### config.mk
export PLATFORM = sky130hd
export DESIGN_NAME = spc_regs
export DESIGN_NICKNAME = d
export VERILOG_FILES = /design/src/spc_pkg.sv /design/src/spc_regs.sv
export SDC_FILE = /design/constraint.sdc
export NUM_CORES = 1
export LEC_CHECK = 0
export BUFFER_PORTS_ARGS = -buffer_cell sky130_fd_sc_hd__buf_4
export CORE_UTILIZATION = 57
export DETAILED_ROUTE_END_ITERATION = 12
export PLACE_DENSITY = 0.85
export RECOVER_POWER = 25
export SLEW_MARGIN = 20
export SYNTH_ARGS = -nofsm -noshare
export SYNTH_HDL_FRONTEND = slang
export SYNTH_SLANG_ARGS = --single-unit
### constraint.sdc
create_clock -name clk -period 3 [get_ports clk]
set_clock_uncertainty 0.2 [all_clocks]
set_input_delay 0.3 -clock clk [delete_from_list [all_inputs] [get_ports clk]]
set_output_delay 0.3 -clock clk [all_outputs]
set_load 0.02 [all_outputs]
### src/spc_pkg.sv
package spc_pkg;
	// register bus geometry: bit 8 of the address picks the logical device
	localparam int ADDR_W = 9;
	localparam int DATA_W = 8;
	localparam int EV_W = 4;

	// first port (device select 0) indexes
	localparam logic [8:0] A_P1_ACT = 9'h030;
	localparam logic [8:0] A_P1_BAH = 9'h060;
	localparam logic [8:0] A_P1_BAL = 9'h061;
	localparam logic [8:0] A_P1_IRQ = 9'h070;
	localparam logic [8:0] A_P1_ITYPE = 9'h071;
	localparam logic [8:0] A_P1_DMA_A = 9'h074;
	localparam logic [8:0] A_P1_DMA_B = 9'h075;
	localparam logic [8:0] A_P1_CFG = 9'h0f0;
	// second port (device select 1) indexes
	localparam logic [8:0] A_P2_CFG = 9'h1f0;
	localparam logic [8:0] A_EV_STAT = 9'h1f8;
	localparam logic [8:0] A_EV_MASK = 9'h1f9;

	// reset values
	localparam logic [7:0] RST_ACT = 8'h00;
	localparam logic [7:0] RST_BAH = 8'h03;
	localparam logic [7:0] RST_BAL = 8'hf8;
	localparam logic [7:0] RST_IRQ = 8'h04;
	localparam logic [7:0] RST_ITYPE = 8'h03;
	localparam logic [7:0] DMA_NONE = 8'h04;
	localparam logic [7:0] RST_CFG = 8'h02;

	// writable bits of the mixed registers
	localparam logic [7:0] WM_BAH = 8'h07;
	localparam logic [7:0] WM_BAL = 8'hf8;
	localparam logic [7:0] WM_ITYPE = 8'h02;
	localparam logic [7:0] WM_CFG = 8'hc3;

	// device configuration and activation field positions
	localparam int CFG_BANK = 7;
	localparam int CFG_FLOAT = 6;
	localparam int CFG_BUSY = 2;
	localparam int CFG_PWR = 1;
	localparam int CFG_IDLEFLT = 0;
	localparam int ACT_BIT = 0;

	// event status bit positions
	localparam int EV_P1_RING = 0;
	localparam int EV_P2_RING = 1;
	localparam int EV_P1_DONE = 2;
	localparam int EV_P2_DONE = 3;

	// per-port controls handed to the serial port logic
	typedef struct packed {
		logic clk_en;
		logic out_default;
		logic pins_float;
		logic in_hold_high;
		logic runtime_ok;
		logic bank_ok;
	} spc_port_ctl_t;

	// register bus request
	typedef struct packed {
		logic [ADDR_W-1:0] addr;
		logic [DATA_W-1:0] wdata;
		logic we;
		logic re;
	} spc_bus_req_t;

	// whole state of the register bank
	typedef struct packed {
		logic [7:0] p1_act;
		logic [7:0] p1_bah;
		logic [7:0] p1_bal;
		logic [7:0] p1_irq;
		logic [7:0] p1_itype;
		logic [7:0] p1_cfg;
		logic [7:0] p2_cfg;
		logic [EV_W-1:0] status;
		logic [EV_W-1:0] mask;
		logic [7:0] rdata;
		logic [1:0] ring_prev;
		logic [1:0] busy_prev;
	} spc_state_t;

	localparam spc_state_t RST_STATE = '{p1_act: RST_ACT, p1_bah: RST_BAH,
		p1_bal: RST_BAL, p1_irq: RST_IRQ, p1_itype: RST_ITYPE,
		p1_cfg: RST_CFG, p2_cfg: RST_CFG, status: 4'h0, mask: 4'h0,
		rdata: 8'h00, ring_prev: 2'h0, busy_prev: 2'h0};
endpackage

### src/spc_regs.sv
`timescale 1ns/10ps
`default_nettype none

module spc_regs (
	input wire logic clk,
	input wire logic arst_n,
	input wire spc_pkg::spc_bus_req_t bus,
	output logic [7:0] rdata,
	output logic irq,
	input wire logic p1_busy,
	input wire logic p2_busy,
	input wire logic p1_ring,
	input wire logic p2_ring,
	input wire logic p2_active,
	output spc_pkg::spc_port_ctl_t p1_ctl,
	output spc_pkg::spc_port_ctl_t p2_ctl,
	output logic [15:0] p1_base,
	output logic [7:0] p1_irq_sel,
	output logic [7:0] p1_irq_type
);

	////////////////////////////////////////////////////////////////////
	// reset release through two flip-flops
	logic rst_meta;
	logic rst_n;

	always_ff @(posedge clk or negedge arst_n)
	begin
		if (!arst_n)
		begin
			rst_meta <= 1'b0;
			rst_n <= 1'b0;
		end
		else
		begin
			rst_meta <= 1'b1;
			rst_n <= rst_meta;
		end
	end

	////////////////////////////////////////////////////////////////////
	// state and derived signals
	spc_pkg::spc_state_t st_reg;
	spc_pkg::spc_state_t st_next;
	logic p1_active;
	logic [1:0] busy_in;
	logic [1:0] ring_in;
	logic [1:0] active_in;
	logic [15:0] cfg_pair;
	spc_pkg::spc_port_ctl_t ctl [2];

	// merge masked write data into a register
	function automatic logic [7:0] merge(input logic [7:0] old,
		input logic [7:0] wd, input logic [7:0] wm);
		merge = (old & ~wm) | (wd & wm);
	endfunction

	assign p1_active = st_reg.p1_act[spc_pkg::ACT_BIT];
	assign busy_in = {p2_busy, p1_busy};
	assign ring_in = {p2_ring, p1_ring};
	assign active_in = {p2_active, p1_active};
	assign cfg_pair = {st_reg.p2_cfg, st_reg.p1_cfg};

	// per-port pin, clock and access controls
	for (genvar i = 0; i < 2; i++)
	begin : g_port
		logic [7:0] cfg;
		assign cfg = cfg_pair[8*i +: 8];
		// clock runs only while active in normal power
		assign ctl[i].clk_en = active_in[i] & cfg[spc_pkg::CFG_PWR];
		assign ctl[i].out_default = active_in[i] & ~cfg[spc_pkg::CFG_PWR];
		// forced float wins over activation; idle float only when inactive
		assign ctl[i].pins_float = cfg[spc_pkg::CFG_FLOAT] |
			(cfg[spc_pkg::CFG_IDLEFLT] & ~active_in[i]);
		assign ctl[i].in_hold_high = cfg[spc_pkg::CFG_FLOAT];
		// low power keeps runtime access, deactivation removes it
		assign ctl[i].runtime_ok = active_in[i];
		assign ctl[i].bank_ok = active_in[i] & cfg[spc_pkg::CFG_BANK];
	end

	assign p1_ctl = ctl[0];
	assign p2_ctl = ctl[1];

	////////////////////////////////////////////////////////////////////
	// next state: register writes, reads, events
	always_comb
	begin
		logic [spc_pkg::EV_W-1:0] ev;
		logic rd_stat;
		ev = '0;
		rd_stat = bus.re && (bus.addr == spc_pkg::A_EV_STAT);
		st_next = st_reg;
		st_next.ring_prev = ring_in;
		st_next.busy_prev = busy_in;
		// ring edges count even with the port clock stopped
		ev[spc_pkg::EV_P1_RING] = ring_in[0] & ~st_reg.ring_prev[0];
		ev[spc_pkg::EV_P2_RING] = ring_in[1] & ~st_reg.ring_prev[1];
		ev[spc_pkg::EV_P1_DONE] = ~busy_in[0] & st_reg.busy_prev[0];
		ev[spc_pkg::EV_P2_DONE] = ~busy_in[1] & st_reg.busy_prev[1];
		// read clears, a same-cycle event still sets
		st_next.status = (rd_stat ? '0 : st_reg.status) | ev;
		if (bus.we)
		begin
			case (bus.addr)
				spc_pkg::A_P1_ACT: st_next.p1_act = bus.wdata;
				spc_pkg::A_P1_BAH:
					st_next.p1_bah = merge(st_reg.p1_bah, bus.wdata,
						spc_pkg::WM_BAH);
				spc_pkg::A_P1_BAL:
					st_next.p1_bal = merge(st_reg.p1_bal, bus.wdata,
						spc_pkg::WM_BAL);
				spc_pkg::A_P1_IRQ: st_next.p1_irq = bus.wdata;
				spc_pkg::A_P1_ITYPE:
					st_next.p1_itype = merge(st_reg.p1_itype, bus.wdata,
						spc_pkg::WM_ITYPE);
				spc_pkg::A_P1_CFG:
					st_next.p1_cfg = merge(st_reg.p1_cfg, bus.wdata,
						spc_pkg::WM_CFG);
				spc_pkg::A_P2_CFG:
					st_next.p2_cfg = merge(st_reg.p2_cfg, bus.wdata,
						spc_pkg::WM_CFG);
				spc_pkg::A_EV_MASK:
					st_next.mask = bus.wdata[spc_pkg::EV_W-1:0];
				default: st_next.rdata = st_reg.rdata;
			endcase
		end
		// read data stands in the cycle after the strobe only
		st_next.rdata = 8'h00;
		if (bus.re)
		begin
			case (bus.addr)
				spc_pkg::A_P1_ACT: st_next.rdata = st_reg.p1_act;
				spc_pkg::A_P1_BAH: st_next.rdata = st_reg.p1_bah;
				spc_pkg::A_P1_BAL: st_next.rdata = st_reg.p1_bal;
				spc_pkg::A_P1_IRQ: st_next.rdata = st_reg.p1_irq;
				spc_pkg::A_P1_ITYPE: st_next.rdata = st_reg.p1_itype;
				spc_pkg::A_P1_DMA_A: st_next.rdata = spc_pkg::DMA_NONE;
				spc_pkg::A_P1_DMA_B: st_next.rdata = spc_pkg::DMA_NONE;
				spc_pkg::A_P1_CFG:
				begin
					st_next.rdata = st_reg.p1_cfg;
					st_next.rdata[spc_pkg::CFG_BUSY] = busy_in[0];
				end
				spc_pkg::A_P2_CFG:
				begin
					st_next.rdata = st_reg.p2_cfg;
					st_next.rdata[spc_pkg::CFG_BUSY] = busy_in[1];
				end
				spc_pkg::A_EV_STAT: st_next.rdata = {4'h0, st_reg.status};
				spc_pkg::A_EV_MASK: st_next.rdata = {4'h0, st_reg.mask};
				default: st_next.rdata = 8'h00;
			endcase
		end
	end

	// state register, loaded with reset values
	always_ff @(posedge clk or negedge rst_n)
	begin
		if (!rst_n)
			st_reg <= spc_pkg::RST_STATE;
		else
			st_reg <= st_next;
	end

	// outputs
	assign rdata = st_reg.rdata;
	assign irq = |(st_reg.status & st_reg.mask);
	assign p1_base = {st_reg.p1_bah, st_reg.p1_bal};
	assign p1_irq_sel = st_reg.p1_irq;
	assign p1_irq_type = st_reg.p1_itype;
endmodule

`default_nettype wire

* Word-level counts from Yosys, hierarchy flattened
Index checks and enable logic that the tools add are counted.
Storage, ports and cells: logic and storage cells 68, register bits after elaboration 78, input bits 26, output and inout port bits 53
Cells by class: reduce and logical (&&, ||, !) cells 11, multiplexer cells 3, eq/ne operators 11, bitwise gates (word level) 29
Operator list (number):
- $pmux 8 s10 | 1
- $eq 9x7->1 const B | 6
- $eq 9x9->1 const B | 3
- $or 6x8->8 | 2
- $reduce_and 2->1 | 8
- $and 1x1->1 | 12
- $eq 9x6->1 const B | 1
- $eq 9x8->1 const B | 1
- $mux 8 | 1
- $not 1->1 | 8
- $or 3x8->8 | 1
- $or 8x2->8 | 1
- $or 8x3->8 | 1
- $and 4x4->4 | 1
- $mux 4 | 1
- $or 4x4->4 | 1
- $reduce_or 4->1 | 1
- $or 1x1->1 | 2
- $reduce_or 2->1 | 1
- $logic_and 1x1->1 | 1

* Logic depth before layout (Yosys ltp)
depth in word-level cells 4, mapped depth 5, gate-level depth less buffers 4

* Worst setup path after synthesis
No wires, ideal clock.
path type in2reg, from input port bus[12] (netlist name), to register st_reg (netlist bit p1_base[3]), arrival 1715 ps, library setup time 85 ps, cell stages on the path 5, setup slack 1001 ps, buffers on the path 1, path through or4b_1 > nor4_4 > and2_1 > buf_2 > mux2_1
Between the ends: cells in the longest elaborated chain, start to end 2
Ends and longest elaborated chain:
- start: declaration | line spc_regs.sv:7 | input wire spc_pkg::spc_bus_req_t bus,
- $eq 9x7->1 | line spc_regs.sv:104 | case (bus.addr)
- $reduce_and 2->1 (no source line)
- end signal: assignment | line spc_regs.sv:160 | st_reg <= spc_pkg::RST_STATE;
- end signal: assignment | line spc_regs.sv:162 | st_reg <= st_next;
- end: declaration | line spc_regs.sv:43 | spc_pkg::spc_state_t st_reg;
No other way between the ends. A chain may end at the register's enable or synchronous reset.

* Worst setup path in the final report
from input port bus[18] (netlist name), to register st_reg[72] (netlist name)
Between the ends: cells in the longest elaborated chain, start to end 2
Ends and longest elaborated chain (line):
- $eq 9x6->1 | spc_regs.sv:104
- $reduce_and 2->1 (no source line)
No other way between the ends.

==> results.md <==
- Status: finished clean
- Critical Path RT: 3.00 ns
- Largest register FFs: 19
- Ranking of synthesized cells by area: dfrtp_1 37%, mux2_2 13%, buf_4 11%
- IO Pins: 79
- Core area: 0.004880 mm^2
- Detail Placement HPWL: 4636 um
- Clock slew at reported path FFs: approximately 0.09 ns
- Port Buffers: 63
- Sw Ratio: 0.2382
- # clock sinks: 55
- Critical path type: in -> reg
- Post-CTS Resized: 0
- Post-synth ARST share: 1.000
- Synthesized area: 0.002984 mm^2
- Power, Total: 1.524 mW
- Crit-path cells: buf_4 -> nor3b_2 -> nand4_1 -> mux2_2
- Compound-Gate Fraction of Synth Area: 0.08134
- Die width: 74.36 um
- ANT cells: 0
- Crit start category: input pin
- Post-synth top area share: 0.3690
- Logic pwr share: 0.106
- Peak supply drop: 338.5 uV
- DR WL/cell: 17.12 um
- Sum of negative setup slack: 0 ns
- Yosys top cell by area: dfrtp_1
- Routability-driven placement congestion ratio: approximately 0.86
- Largest family of logic cells by synthesized area: multiplexers
- Critical Path AT: 2.02 ns
- Net Switching: approximately 0.36 mW
- Clock root cell: clkbuf_8
- Rows: 25
- Tightest Hold Check Type: in -> reg
- Pleak: 1.628 nW
- Largest net degree at the start of global routing: 54
- XOR/XNOR Fraction of Synth Area: 0
- Antenna Nets Post-Route: 0
- Number of DRC markers in iteration 0: 172
- RSZ-0062 raised after global routing: false
- Grt total ovfl: 0
- Internal power: 1.161 mW
- Fmax: just under 0.5 GHz
- Max Fanout on Critical Path: 14
- Starting Density: 0.6115
- Pwr/cell area: 446.4 mW/mm^2
- Syn Inst Count: around 270
- Count of cell types in the netlist: 46
- Max cap viols: 0
- Die ar.: roughly 0.0055 mm^2
- Num CTS Buffers: 5
- Number of global-route vias before repair: between 1500 and 2000
- GRT Util Overall: 0.2498
- Synth Area in Simple Gates: 0.1346
- Initial antenna violation count: 0
- Clock Path Buffers: 2
- Post-synthesis sequential area ratio: 0.4658
- Final min period: a little over 2 ns
- Post-synthesis mux area share: 0.1782
- Critical Path End Type: flop
- Rel. slew slack: 0.5632
- Final period util: 0.6719
- #FFs+latches synth: 55
- Reg power frac: 0.516
- Nets: ~330
- DR DRC count: 0
- Synth top cells by count: 44 x buf_4, 44 x dfrtp_1, 35 x mux2_2, 12 x nand2_1
- Worst-Margin Slew: roughly 0.66 ns
- Chip Height: 74.36 um
- Clock power frac: 0.378
- Drt via density: between 5 and 6
- Share of post-route cells with drive strength above 1: 0.3929
- Post-synthesis adder-cell area fraction: 0
- TritonCTS clock tree: yes
- First-pass DRT Iterations: 4
- Crit-path max cell delay: 0.59 ns
- WL final: 6420 um
- Critical path's slowest cell: nand4_1
- Mean Syn Cell Area: 11.09 um^2
- Worst-Skew Late Latency: 0.31 ns
- Via count: 2137
- Global-route wire length before repair: 10080 um
- Area growth, synth to finish: 14.42%
- Ys Warns: 0
- Post-synth EDFFs: 0
- H-tree Lvls: 2
- Synth Flop Type: dfrtp_1
- Pins over their slew limit: 0
- # setup viols final: 0
- Hold Vio Cnt, Final: 0
[final cells by class]
cell class	count	area, um^2
Tap cell	67	83.83
Timing Repair Buffer	70	523.0
Multi-Input combinational cell	164	1236
Clock inverter	3	67.56
Fill cell	372	1465
Clock buffer	5	68.82
Sequential cell	55	1394
Inverter	11	41.29
[critical path, delay by kind of cell]
kind	cells	cell delay, ns
multiplexers	1	0.47
AND/OR/NAND/NOR	2	1.06
buffers and inverters	1	0.19
[per-layer routing]
| layer | vias to the layer above | wire length, um | track usage |
|---|---|---|---|
| met2 | 93 | 3230 | 0.4121 |
| met3 | 9 | 363 | 0.04065 |
| li1 | 976 | - | - |
| met5 | - | 0 | 0 |
| met4 | 0 | 85 | 0.06918 |
| met1 | 1059 | 2741 | 0.3446 |
[timing repair]
action,in CTS,in global routing
hold buffers,5,0
hold endpoints to repair,8,0
setup buffers,0,0
[cell usage in the layout (no fill, tap or decap), types with 3 or more instances in the layout]
cell type       n
dfstp_2        11
mux2i_1         7
nand3b_1        5
mux2_1          6
o21ai_0        10
mux2_2         35
nor2_1          7
dfrtp_1        43
nand3_1         5
clkbuf_1        4
nand4_1         4
nand2_1        12
conb_1         16
inv_1          10
nor3_1         11
buf_4          59
dlygate4sd3_1   5
a22oi_1         3
and2_1          5
a211oi_1        5
clkbuf_8        5
a2bb2oi_1       4
[final timing paths]
check / cells past startpoint / to / slack (ns) / startpoint
max in group asynchronous: 0 / p1_ctl[1] / 1.99 / rst_n
worst min-delay path: 2 / p1_base[4] / 0.02 / bus[6]
min in group asynchronous: 2 / rst_n / 0.08 / arst_n
worst min register to register: 0 / rst_n / 0.16 / rst_meta
worst max-delay path: 4 / st_reg[72] / 0.98 / bus[18]
worst max register to register: 4 / rdata[2] / 1.29 / p1_irq_sel[2]
[metrics by stage]
step | hold WS (ns) | instances | worst slack [ns] | instance area (um^2) | util
floorplan | -0.1956 | 283 | 1.001 | 3037 | -
global placement | -0.1169 | 362 | 0.7641 | 3241 | 0.6641
detailed placement | -0.1170 | 362 | 0.6956 | 3241 | 0.6641
CTS | 0.02055 | 375 | 1.022 | 3427 | 0.7023
global route | 0.02252 | 375 | 0.9233 | 3415 | 0.6997
finish | 0.01971 | 375 | 0.9844 | 3415 | 0.6997
[cells by family after synthesis]
| family | after synthesis |
|---|---|
| flip-flops | 55 |
| multiplexers | 48 |
| buffers and inverters | 64 |
| other | 2 |
| AO/OA/AOI/OAI | 34 |
| AND/OR/NAND/NOR | 66 |
[power by group through the flow]
stage	clock [mW]	combinational, mW	sequential, mW
after floorplan	0	0.112	0.794
after global placement	0	0.153	0.800
after detailed placement	0	0.157	0.802
after CTS	0.585	0.163	0.788
after global routing	0.607	0.173	0.792
final	0.576	0.161	0.787
(Power assumes the default switching activity.)
